[config.mk]
export PLATFORM = sky130hd
export DESIGN_NAME = sssp_top
export DESIGN_NICKNAME = d
export VERILOG_FILES = /design/src/rtl/sssp_pkg.sv /design/src/rtl/sssp_top.sv
export SDC_FILE = /design/constraint.sdc
export NUM_CORES = 1
export LEC_CHECK = 0
export BUFFER_PORTS_ARGS = -buffer_cell sky130_fd_sc_hd__buf_2
export CORE_MARGIN = 5
export CORE_UTILIZATION = 48
export CTS_CLUSTER_DIAMETER = 30
export DETAILED_ROUTE_END_ITERATION = 16
export HOLD_SLACK_MARGIN = 0.15
export PLACE_DENSITY = 0.79
export SLEW_MARGIN = 20
export SYNTH_ARGS = -nofsm -noshare
export SYNTH_HDL_FRONTEND = slang
export SYNTH_SLANG_ARGS = --single-unit
[constraint.sdc]
create_clock -name CLK_I -period 2.3 [get_ports CLK_I]
set_input_delay 0.46 -clock CLK_I [delete_from_list [all_inputs] [get_ports CLK_I]]
set_output_delay 0.46 -clock CLK_I [all_outputs]
set_load 0.02 [all_outputs]
[src/rtl/sssp_pkg.sv]
package sssp_pkg;

    // -------------------------------------------------------------------------
    // register byte addresses
    // -------------------------------------------------------------------------
    localparam logic [3:0] SSSP_ADDR_BAUD   = 4'h0;
    localparam logic [3:0] SSSP_ADDR_RXDATA = 4'h1;
    localparam logic [3:0] SSSP_ADDR_RXSTA  = 4'h2;
    localparam logic [3:0] SSSP_ADDR_TRANSMIT_STATUS_CONTROL  = 4'h3;
    localparam logic [3:0] SSSP_ADDR_TXDATA = 4'h4;
    localparam logic [3:0] SSSP_ADDR_IRQST  = 4'h5;
    localparam logic [3:0] SSSP_ADDR_IRQMSK = 4'h6;
    localparam logic [3:0] SSSP_ADDR_CORE   = 4'h7;

    // -------------------------------------------------------------------------
    // field positions
    // -------------------------------------------------------------------------
    localparam int SSSP_BAUD_POL     = 4;
    localparam int SSSP_BAUD_IDLE    = 6;
    localparam int SSSP_RX_PEN       = 7;
    localparam int SSSP_RX_NINE      = 6;
    localparam int SSSP_RX_SINGLE    = 5;
    localparam int SSSP_RX_CONT      = 4;
    localparam int SSSP_RX_OVR       = 1;
    localparam int SSSP_RX_BIT9      = 0;
    localparam int SSSP_TX_CLOCK_SOURCE_MASTER_SELECT      = 7;
    localparam int SSSP_TX_NINE      = 6;
    localparam int SSSP_TX_EN        = 5;
    localparam int SSSP_TX_SYNC      = 4;
    localparam int SSSP_TX_EMPTY     = 1;
    localparam int SSSP_TX_BIT9      = 0;
    localparam int SSSP_IRQ_RX       = 0;
    localparam int SSSP_IRQ_TX       = 1;
    localparam int SSSP_IRQ_OVR      = 2;
    localparam int SSSP_CORE_SLEEP   = 0;
    localparam int SSSP_CORE_GIE     = 1;
    localparam int SSSP_CORE_PERIPHERAL_IRQ_ENABLE    = 2;

    // -------------------------------------------------------------------------
    // reset values and sizes
    // -------------------------------------------------------------------------
    localparam logic [7:0] SSSP_RST_BYTE  = 8'h00;
    localparam logic [15:0] SSSP_VECTOR   = 16'h0004;
    localparam int SSSP_FIFO_DEPTH        = 2;
    localparam int SSSP_BITS_NINE         = 9;
    localparam int SSSP_BITS_EIGHT        = 8;

    // received character carried with its ninth bit
    typedef struct packed {
        logic       bit9;
        logic [7:0] data;
    } sssp_char_t;

endpackage

[src/rtl/sssp_top.sv]
`timescale 1ns/10ps
`default_nettype none
module sssp_top
    import sssp_pkg::*;
#(
    parameter int DEPTH = SSSP_FIFO_DEPTH
) (
    input  wire logic       CLK_I,
    input  wire logic       RST_I,
    input  wire logic [3:0] AVS_ADDRESS_I,
    input  wire logic       AVS_READ_I,
    input  wire logic       AVS_WRITE_I,
    input  wire logic [31:0] AVS_WRITEDATA_I,
    output logic [31:0]     AVS_READDATA_O,
    output logic            AVS_WAITREQUEST_O,
    input  wire logic       SER_CLK_I,
    input  wire logic       SER_DATA_I,
    output logic            SER_DATA_O,
    output logic            SER_DATA_OE_N_O,
    output logic            IRQ_O,
    output logic            WAKE_O,
    output logic            VECTOR_O
);

    // -------------------------------------------------------------------------
    // registers
    // -------------------------------------------------------------------------
    logic [7:0] baud_r, rxsta_r, transmit_status_control_r, irq_st_r, irq_msk_r, core_r;
    logic       ack_r;
    logic [1:0] clk_sync_r, dat_sync_r;
    logic       clk_prev_r;
    sssp_char_t fifo_r [DEPTH];
    logic [$clog2(DEPTH):0] cnt_r;
    logic [$clog2(DEPTH)-1:0] rd_ptr_r, wr_ptr_r;
    logic [8:0] rsr_r;
    logic [3:0] rx_bits_r;
    logic       ovr_r;
    logic [8:0] tsr_r;
    logic [3:0] tx_bits_r;
    logic       tsr_full_r;
    logic [8:0] thr_r;
    logic       thr_full_r;
    logic       vec_r;

    // -------------------------------------------------------------------------
    // mode decode
    // -------------------------------------------------------------------------
    logic port_on, slave, rx_mode, tx_mode, edge_take, rx_done, tx_done;
    logic bus_req, rd_pop, tx_wr;
    logic [3:0] nbits, tx_nbits;

    assign port_on = rxsta_r[SSSP_RX_PEN];
    assign slave   = port_on & transmit_status_control_r[SSSP_TX_SYNC] & ~transmit_status_control_r[SSSP_TX_CLOCK_SOURCE_MASTER_SELECT];
    // single receive bit is not looked at for slave receive; it only blocks slave transmit
    assign rx_mode = slave & rxsta_r[SSSP_RX_CONT];
    assign tx_mode = slave & ~rxsta_r[SSSP_RX_CONT] & ~rxsta_r[SSSP_RX_SINGLE] & transmit_status_control_r[SSSP_TX_EN];
    assign nbits   = rxsta_r[SSSP_RX_NINE] ? 4'(SSSP_BITS_NINE) : 4'(SSSP_BITS_EIGHT);
    // transmit length follows its own nine-bit select, not the receiver's
    assign tx_nbits = transmit_status_control_r[SSSP_TX_NINE] ? 4'(SSSP_BITS_NINE) : 4'(SSSP_BITS_EIGHT);

    // -------------------------------------------------------------------------
    // link clock sampling
    // -------------------------------------------------------------------------
    // shifting is paced solely by the master's clock, so it keeps running
    // while the core sleeps; the system clock only oversamples it
    always_ff @(posedge CLK_I) begin
        if (RST_I) begin
            clk_sync_r <= 2'h0;
            dat_sync_r <= 2'h0;
            clk_prev_r <= 1'b0;
        end else begin
            clk_sync_r <= {clk_sync_r[0], SER_CLK_I};
            dat_sync_r <= {dat_sync_r[0], SER_DATA_I};
            clk_prev_r <= clk_sync_r[1];
        end
    end

    // polarity selects the sampling edge: rising by default, falling if set
    assign edge_take = slave & (baud_r[SSSP_BAUD_POL] ? (clk_prev_r & ~clk_sync_r[1])
                                                      : (~clk_prev_r & clk_sync_r[1]));

    // -------------------------------------------------------------------------
    // bus decode
    // -------------------------------------------------------------------------
    assign bus_req = (AVS_READ_I | AVS_WRITE_I) & ~ack_r;
    assign rd_pop  = bus_req & AVS_READ_I & (AVS_ADDRESS_I == SSSP_ADDR_RXDATA) & (cnt_r != '0);
    assign tx_wr   = bus_req & AVS_WRITE_I & (AVS_ADDRESS_I == SSSP_ADDR_TXDATA);

    // one wait state per access: answer lands the cycle after the request;
    // waitrequest is its own flop so the pin carries no decode glitches
    always_ff @(posedge CLK_I) begin
        if (RST_I) begin
            ack_r             <= 1'b0;
            AVS_WAITREQUEST_O <= 1'b1;
        end else begin
            ack_r             <= bus_req;
            AVS_WAITREQUEST_O <= ~bus_req;
        end
    end

    // -------------------------------------------------------------------------
    // receive shift and fifo
    // -------------------------------------------------------------------------
    assign rx_done = rx_mode & edge_take & (rx_bits_r == nbits - 4'h1);

    always_ff @(posedge CLK_I) begin
        if (RST_I | ~rx_mode) begin
            rsr_r     <= 9'h000;
            rx_bits_r <= 4'h0;
        end else if (edge_take) begin
            // lsb first: fill from the top, align on completion
            rsr_r     <= {dat_sync_r[1], rsr_r[8:1]};
            rx_bits_r <= rx_done ? 4'h0 : rx_bits_r + 4'h1;
        end
    end

    always_ff @(posedge CLK_I) begin
        if (RST_I | ~port_on) begin
            cnt_r    <= '0;
            rd_ptr_r <= '0;
            wr_ptr_r <= '0;
        end else begin
            if (rd_pop) begin
                rd_ptr_r <= rd_ptr_r + 1'b1;
            end
            if (rx_done & (cnt_r != DEPTH[$clog2(DEPTH):0])) begin
                wr_ptr_r <= wr_ptr_r + 1'b1;
            end
            cnt_r <= cnt_r + (rx_done & (cnt_r != DEPTH[$clog2(DEPTH):0]) ? 1'b1 : 1'b0)
                           - (rd_pop ? 1'b1 : 1'b0);
        end
    end

    always_ff @(posedge CLK_I) begin
        if (RST_I) begin
            for (int i = 0; i < DEPTH; i++) begin
                fifo_r[i] <= '0;
            end
        end else if (rx_done & (cnt_r != DEPTH[$clog2(DEPTH):0])) begin
            if (rxsta_r[SSSP_RX_NINE]) begin
                fifo_r[wr_ptr_r] <= {dat_sync_r[1], rsr_r[8:1]};
            end else begin
                fifo_r[wr_ptr_r] <= {1'b0, dat_sync_r[1], rsr_r[8:2]};
            end
        end
    end

    // overrun: a character completes with the fifo full; the character is lost
    always_ff @(posedge CLK_I) begin
        if (RST_I | ~rx_mode) begin
            ovr_r <= 1'b0;
        end else if (rx_done & (cnt_r == DEPTH[$clog2(DEPTH):0])) begin
            ovr_r <= 1'b1;
        end
    end

    // -------------------------------------------------------------------------
    // transmit path
    // -------------------------------------------------------------------------
    // data changes on the edge opposite the master's sampling edge
    logic drive_edge;
    assign drive_edge = slave & (baud_r[SSSP_BAUD_POL] ? (~clk_prev_r & clk_sync_r[1])
                                                       : (clk_prev_r & ~clk_sync_r[1]));
    assign tx_done = tx_mode & tsr_full_r & drive_edge & (tx_bits_r == tx_nbits - 4'h1);

    always_ff @(posedge CLK_I) begin
        if (RST_I | ~port_on) begin
            tsr_r      <= 9'h000;
            tx_bits_r  <= 4'h0;
            tsr_full_r <= 1'b0;
            thr_r      <= 9'h000;
            thr_full_r <= 1'b0;
        end else begin
            if (tx_wr) begin
                thr_r      <= {transmit_status_control_r[SSSP_TX_BIT9], AVS_WRITEDATA_I[7:0]};
                thr_full_r <= 1'b1;
            end
            if ((~tsr_full_r | tx_done) & thr_full_r & ~tx_wr) begin
                // holding byte moves into the shift register, buffer frees
                tsr_r      <= thr_r;
                tsr_full_r <= 1'b1;
                tx_bits_r  <= 4'h0;
                thr_full_r <= 1'b0;
            end else if (tx_done) begin
                tsr_full_r <= 1'b0;
                tx_bits_r  <= 4'h0;
            end else if (tx_mode & tsr_full_r & drive_edge) begin
                tsr_r     <= {1'b0, tsr_r[8:1]};
                tx_bits_r <= tx_bits_r + 4'h1;
            end
        end
    end

    // pin driven, low-active enable, whenever slave transmit mode is on, with or without data to send
    always_ff @(posedge CLK_I) begin
        if (RST_I) begin
            SER_DATA_O      <= 1'b1;
            SER_DATA_OE_N_O <= 1'b1;
        end else begin
            SER_DATA_O      <= tsr_full_r ? tsr_r[0] : 1'b1;
            SER_DATA_OE_N_O <= ~tx_mode;
        end
    end

    // -------------------------------------------------------------------------
    // events and interrupt
    // -------------------------------------------------------------------------
    logic rx_flag, tx_flag;
    logic [7:0] ev;
    assign rx_flag = (cnt_r != '0);
    assign tx_flag = ~thr_full_r;
    assign ev = {5'h00, rx_done & (cnt_r == DEPTH[$clog2(DEPTH):0]), tx_done, rx_done};

    // set beats a simultaneous write-one clear
    always_ff @(posedge CLK_I) begin
        if (RST_I) begin
            irq_st_r <= SSSP_RST_BYTE;
        end else if (bus_req & AVS_WRITE_I & (AVS_ADDRESS_I == SSSP_ADDR_IRQST)) begin
            irq_st_r <= (irq_st_r & ~AVS_WRITEDATA_I[7:0]) | ev;
        end else begin
            irq_st_r <= irq_st_r | ev;
        end
    end

    // wake needs the level flags; transmit also needs peripheral enable
    logic wake_nxt, irq_nxt;
    assign wake_nxt = (rx_flag & irq_msk_r[SSSP_IRQ_RX])
                    | (tx_flag & irq_msk_r[SSSP_IRQ_TX] & core_r[SSSP_CORE_PERIPHERAL_IRQ_ENABLE]);
    assign irq_nxt  = |(irq_st_r & irq_msk_r);

    always_ff @(posedge CLK_I) begin
        if (RST_I) begin
            IRQ_O    <= 1'b0;
            WAKE_O   <= 1'b0;
            VECTOR_O <= 1'b0;
            vec_r    <= 1'b0;
        end else begin
            IRQ_O    <= irq_nxt;
            WAKE_O   <= wake_nxt & core_r[SSSP_CORE_SLEEP];
            // on the wake condition, asleep or not, branch to the fixed vector only with global enable
            vec_r    <= wake_nxt & core_r[SSSP_CORE_GIE];
            VECTOR_O <= vec_r;
        end
    end

    // -------------------------------------------------------------------------
    // register writes
    // -------------------------------------------------------------------------
    always_ff @(posedge CLK_I) begin
        if (RST_I) begin
            baud_r    <= SSSP_RST_BYTE;
            rxsta_r   <= SSSP_RST_BYTE;
            transmit_status_control_r   <= SSSP_RST_BYTE;
            irq_msk_r <= SSSP_RST_BYTE;
            core_r    <= SSSP_RST_BYTE;
        end else begin
            if (bus_req & AVS_WRITE_I) begin
                unique case (AVS_ADDRESS_I)
                    SSSP_ADDR_BAUD:   baud_r    <= AVS_WRITEDATA_I[7:0] & 8'h10;
                    SSSP_ADDR_RXSTA:  rxsta_r   <= AVS_WRITEDATA_I[7:0] & 8'hF0;
                    SSSP_ADDR_TRANSMIT_STATUS_CONTROL:  transmit_status_control_r   <= AVS_WRITEDATA_I[7:0] & 8'hF1;
                    SSSP_ADDR_IRQMSK: irq_msk_r <= AVS_WRITEDATA_I[7:0] & 8'h07;
                    SSSP_ADDR_CORE:   core_r    <= AVS_WRITEDATA_I[7:0] & 8'h07;
                    default: ;
                endcase
            end else if (core_r[SSSP_CORE_SLEEP] & wake_nxt) begin
                core_r[SSSP_CORE_SLEEP] <= 1'b0;
            end
        end
    end

    // -------------------------------------------------------------------------
    // read data
    // -------------------------------------------------------------------------
    sssp_char_t head;
    assign head = fifo_r[rd_ptr_r];

    always_ff @(posedge CLK_I) begin
        if (RST_I) begin
            AVS_READDATA_O <= 32'h0000_0000;
        end else if (bus_req & AVS_READ_I) begin
            unique case (AVS_ADDRESS_I)
                SSSP_ADDR_BAUD:   AVS_READDATA_O <= {24'h0, baud_r | {1'b0, ~rx_mode, 6'h00}};
                SSSP_ADDR_RXDATA: AVS_READDATA_O <= {24'h0, head.data};
                SSSP_ADDR_RXSTA:  AVS_READDATA_O <= {24'h0, rxsta_r[7:2], ovr_r, head.bit9};
                SSSP_ADDR_TRANSMIT_STATUS_CONTROL:  AVS_READDATA_O <= {24'h0, transmit_status_control_r[7:3], ~tsr_full_r, tx_flag, transmit_status_control_r[0]};
                SSSP_ADDR_IRQST:  AVS_READDATA_O <= {24'h0, irq_st_r};
                SSSP_ADDR_IRQMSK: AVS_READDATA_O <= {24'h0, irq_msk_r};
                SSSP_ADDR_CORE:   AVS_READDATA_O <= {24'h0, core_r[7:4], rx_flag, core_r[2:0]};
                default:          AVS_READDATA_O <= 32'h0000_0000;
            endcase
        end
    end

endmodule
`default_nettype wire

Yosys cells after proc, flatten, opt, wreduce, memory -nomap -nowiden
Memory sizes are Yosys's and may differ from the RTL's. A register that Yosys moved wholly into a read port is not among the register bits.
Index checks and enable logic that the tools add are counted.
- bits of input ports: 42
- output and inout port bits: 38
- memories: 1
- logic and storage cells: 158
- memory bits (writable): 18
- register bits after elaboration: 111
- memory list (memory ; words ; bits a word ; rd ports ; clocked after memory_dff ; write ports ; line ; source):
    fifo_r ; 2 ; 9 ; 1 ; 1 ; 2 ; sssp_top.sv:32 ; sssp_char_t fifo_r [DEPTH];
- reduce and logical (&&, ||, !) cells: 17
- bitwise logic cells: 56
- equality and inequality tests: 13
- multiplexer cells: 33
- add/subtract/negate cells: 8
- operators by type and width (cell ; count):
    $pmux W8 S7 ; 1
    $mux W9 ; 5
    $and A1 B1 Y1 ; 31
    $mux W1 ; 25
    $eq A4 B3 Y1 const B ; 4
    $or A8 B3 Y8 ; 2
    $reduce_and A2 Y1 ; 7
    $not A1 Y1 ; 13
    $reduce_or A9 Y1 ; 1
    $add A4 B1 Y4 const B ; 2
    $and A8 B3 Y8 ; 1
    $and A8 B8 Y8 ; 1
    $eq A4 B2 Y1 const B ; 2
    $eq A4 B4 Y1 ; 2
    $mux W8 ; 1
    $not A8 Y8 ; 1
    $reduce_bool A2 Y1 ; 4
    $reduce_or A8 Y1 ; 1
    $sub A4 B1 Y4 const B ; 2
    $or A5 B7 Y7 ; 1
    $or A1 B1 Y1 ; 6
    $eq A4 B1 Y1 const B ; 1
    $logic_not A4 Y1 ; 1
    $mux W4 ; 1
    8 further kinds ; 11

Longest topological paths before layout
- depth after elaboration: 13
- mapped depth: 9
- gate-level depth less buffers: 9

Worst setup path before layout
Ideal clock, no wire load.
- path kind: input to register
- from: in AVS_ADDRESS_I[0]
- to: reg cnt_r[1]
- arrival time: 2.061 ns
- stages on the path: 9
- data required time: 2.172 ns
- path buffers: 1
- setup slack: 0.112 ns
- setup time: 0.128 ns
- cell sequence: clkbuf_1 > nand3b_1 > nor3_1 > ha_1 > inv_1 > ha_1 > xor2_1 > xnor2_1 > nor2_1
- word-level cells in the longest chain between the ends: 5
- RTL lines (what ; line ; source):
    from (decl) ; sssp_top.sv:10 ; input wire logic [3:0] AVS_ADDRESS_I,
    $eq A4 B1 Y1 ; sssp_top.sv:86 ; assign rd_pop = bus_req & AVS_READ_I & (AVS_ADDRESS_I == SSSP_ADDR_RXDATA) & (cnt_r != '0);
    $and A1 B1 Y1 (2 in series) ; sssp_top.sv:86 ;
    via rd_pop ; sssp_top.sv:49 ; logic bus_req, rd_pop, tx_wr;
    $mux W1 ; sssp_top.sv:130 ; - (rd_pop ? 1'b1 : 1'b0);
    $sub A2 B1 Y2 ; sssp_top.sv:130 ;
    to (signal assigned) ; sssp_top.sv:129 ; cnt_r <= cnt_r + (rx_done & (cnt_r != DEPTH[$clog2(DEPTH):0]) ? 1'b1 : 1'b0)
    to (decl) ; sssp_top.sv:33 ; logic [$clog2(DEPTH):0] cnt_r;
The timed path passes the listed nets, and every way through them passes these cells.
A chain may end at the register's enable or synchronous reset.

Worst setup path after layout
- from: reg baud_r[4]
- to: reg cnt_r[1]
- word-level cells in the longest chain between the ends: 8
- RTL lines (what ; line ; source):
    from (decl) ; sssp_top.sv:28 ; logic [7:0] baud_r, rxsta_r, transmit_status_control_r, irq_st_r, irq_msk_r, core_r;
    from (signal assigned) ; sssp_top.sv:259 ; SSSP_ADDR_BAUD: baud_r <= AVS_WRITEDATA_I[7:0] & 8'h10;
    $mux W1 ; sssp_top.sv:79 ; assign edge_take = slave & (baud_r[SSSP_BAUD_POL] ? (clk_prev_r & ~clk_sync_r[1])
    $and A1 B1 Y1 ; sssp_top.sv:79 ;
    $and A1 B1 Y1 (2 in series) ; sssp_top.sv:104 ; assign rx_done = rx_mode & edge_take & (rx_bits_r == nbits - 4'h1);
    $and A1 B1 Y1 ; sssp_top.sv:129 ;
    $mux W1 ; sssp_top.sv:129 ;
    $add A2 B1 Y2 ; sssp_top.sv:129 ;
    $sub A2 B1 Y2 ; sssp_top.sv:130 ;
Every way passes these cells.

==> reports/qor.csv <==
stage,metric,value,unit
worst_setup_path,Critical Path Max Stage Delay,0.41,ns
hold_path,Hold Path Depth,2,
worst_setup_path,critical path data arrival time,2.42,ns
worst_setup_path,Crit path top cell by count,ha_1,
placed_design,Place WS,0.0243,ns
routing,routed len/inst,15.3,um
synthesis,gate count after technology mapping,491,
worst_setup_path,crit-path leading delay family,simple AND/OR/NAND/NOR gates,
worst_setup_path,crit-path cells,or3b_1 -> nand2_1 -> nand4_1 -> ha_1 -> inv_1 -> ha_1 -> xor2_1 -> xnor2_1 -> nor2_1,
cts,Clock Sinks,105,
synthesis,sequential area share after synthesis,48.3,%
status,status,"complete, no violations",
layout,Inserted Diodes,0,
sta,max_slew headroom,45.3,%
hold_path,hold path start,SER_CLK_I,
sta,worst setup margin,0.134,ns
routing,drt pass-1 iters,5,
hold_path,worst hold path type,input pin to register,
routing,via count,3581,
sta,measured slew at the worst slew-check pin,0.818,ns
worst_setup_path,FF-to-FF Start,baud_r[4],
worst_setup_path,FF-to-FF path depth,9,
sta,Final Setup Violations,0,
worst_setup_path,Crit-path slowest cell,or3b_1,
synthesis,post-synthesis cell type count,51,
floorplanning,full die area,11900,sq um
sta,hold_ws,0.281,ns
global_routing,remaining global-route overflow,0,
global_routing,largest net degree at the start of global routing,29,
placed_design,port buffer count,31,
pwr,Power Density,616,nW/um^2
run,Max Cap Viol,0,
routing,Detail Route Antenna Nets,0,
cts,H-tree depth,3,
cts,CTS Buf Count,9,
synthesis,Yosys warnings,0,
worst_setup_path,Buffers & Inverters on Critical Path,1,
global_routing,first-pass GRT wire length,16.7,mm
placed_design,Area after DPL,5020,sq um
global_routing,GRT Total Usage,17.9,%
pwr,Peak VDD IR,0.435,mV
worst_setup_path,worst reg2reg endpoint,cnt_r[1],
worst_setup_path,Startpoint Class,register,
global_routing,initial antenna violation count,0,
sta,final worst-path cycle share,94.2,%
routing,Detailed Route WL,10.2,mm
layout,fin nets,576,
floorplanning,Die W,109,um
cts,CTS tree,built,
placed_design,GP Congestion,0.876,
cts,Clock Latency Late Sink,0.38,ns
synthesis,"Cell Area, Synth",4720,sq um
cts,Root Driver,clkbuf_8,
layout,"Area growth, synth to finish",10.7,%
worst_setup_path,r2r setup slk,0.13,ns
synthesis,most frequent cell after synthesis,dfxtp_1,
layout,layout cells sized above 1,14.2,%
synthesis,Avg Inst Size Synth,9.62,sq um
synthesis,"area leader, netlist",dfxtp_1,
synthesis,register bit total from synthesis,105,
sta,unrepaired setup endpoints after global routing,no,
cts,clock transition at the registers of the reported paths,0.11,ns
floorplanning,Die Ht,109,um
sta,Final min period,2.17,ns
floorplanning,core area,9680,sq um
worst_setup_path,crit path kind,register to register,
layout,final instance area,5230,sq um
floorplanning,Site Rows,36,
synthesis,share of the synthesized area in the top cell type,36.9,%
global_routing,vias in the first global route,3473,
sta,Max Fclk,462,MHz
sta,final hold vios,0,
pwr,Static Leakage,1.96,nW
routing,initial drt markers,226,
worst_setup_path,crit path max fanout,6,
floorplanning,Boundary Pins,80,
routing,DRC,0,
placed_design,post-detail-place hpwl,7.52,mm
synthesis,Synth area leaders,"dfxtp_1 (37%), mux2i_1 (12%), edfxtp_1 (11%)",
synthesis,number of flops mapped to enable cells by yosys,18,
floorplanning,Starting Density,48.8,%
worst_setup_path,crit end category,register,
routing,post-DR vias/cell,5.36,
sta,Clock Skew,0.0108,ns
synthesis,share of synthesized flip-flops with an asynchronous set or reset,0,%
synthesis,"Primary FF master, synth",dfxtp_1,
worst_setup_path,"Req. time, crit path",2.55,ns
hold_path,Hold EP,clk_sync_r[0],
sta,max-slew violations,0,
synthesis,synth cell count leaders,"dfxtp_1 (87), nor2_1 (73), mux2i_1 (58)",
cts,clk buf depth,2,
sta,Setup TNS,0,ns
[what timing repair did]
| action | in CTS | in global routing |
|---|---|---|
| hold buffers | 0 | 0 |
| setup endpoints to repair | 0 | 1 |
| hold endpoints to repair | 0 | 0 |
| buffers inserted | 0 | 1 |
| resized for setup | 0 | 1 |
[power breakdown]
part	switching (W)	internal, W
combinational	0.000132	0.0000603
clock	0.000704	0.000425
sequential	0.0000107	0.00189
total	0.000847	0.00238
[per-layer routing]
metal	track usage (%)	share of wire, %	up-vias	wire length [um]
met5	0	0	-	0
met4	8.55	3.1	0	320
met3	3.79	6.5	30	667
met2	29.5	48	124	4880
met1	22.5	43	1671	4350
li1	-	-	1756	-
[area by class of cell]
| type | count | area (sq um) |
|---|---|---|
| fill | 865 | 4450 |
| sequential | 105 | 2280 |
| multi-input combinational | 356 | 2240 |
| timing repair buffer | 54 | 328 |
| tap | 133 | 166 |
| clock buffer | 9 | 124 |
| clock inverter | 7 | 76.3 |
| inverter | 4 | 15.0 |
[worst reg2reg max path, cell delays in order, from the launching register on]
cell,delay [ns]
dfxtp_1,0.38
or3b_1,0.42
nand2_1,0.10
nand4_1,0.20
ha_1,0.37
inv_1,0.05
ha_1,0.18
xor2_1,0.15
xnor2_1,0.16
nor2_1,0.06
[registers in the layout, indices dropped and copies added, names as in the netlist, 5 cells and up, named ones only]
signal / count
fifo_r: 18
thr_r: 9
tsr_r: 9
AVS_READDATA_O: 8
irq_st_r: 8
rsr_r: 8
transmit_status_control_r: 5
[layout by cell type, fill, tap and decap left out, types with 18 or more instances in the layout]
master and n:
nand2b_1 20, buf_2 31, edfxtp_1 18, buf_4 23, nand2_1 26, mux2i_1 58
dfxtp_1 87, a21oi_1 34, nor2_1 73, conb_1 24
[worst max-delay path by stage]
stage	endpoint	start	slack (ns)	depth (start not counted)
4_1_cts	cnt_r[1]	rx_bits_r[0]	0.07	9
6_report	cnt_r[1]	baud_r[4]	0.13	9
5_1_grt	cnt_r[1]	baud_r[4]	0.02	9
3_3_place_gp	cnt_r[1]	AVS_ADDRESS_I[3]	0.15	10
2_1_floorplan	cnt_r[1]	AVS_ADDRESS_I[0]	0.11	9
3_5_place_dp	cnt_r[1]	AVS_ADDRESS_I[3]	0.02	10
[kinds of logic after synthesis]
group / count (synthesis) / share of synthesized area (%)
AOI/OAI and AO/OA: 77 / 10.3
xor gates and xnor gates: 9 / 1.67
adders and majority gates: 4 / 1.06
buffers and inverters: 53 / 6.25
DFF: 105 / 48.3
muxes: 61 / 13.0
other: 1 / 0.0794
and+or+nand+nor: 181 / 19.3
[stage by stage]
step	instances	utilization (%)	power, W
finish	668	54.0	0.00322
global route	668	54.0	0.00333
CTS	667	53.9	0.00325
detailed placement	651	51.8	0.00213
global placement	651	51.8	0.00213
floorplan	514	-	0.00209
Note: power is estimated with default switching activity, not from simulation.
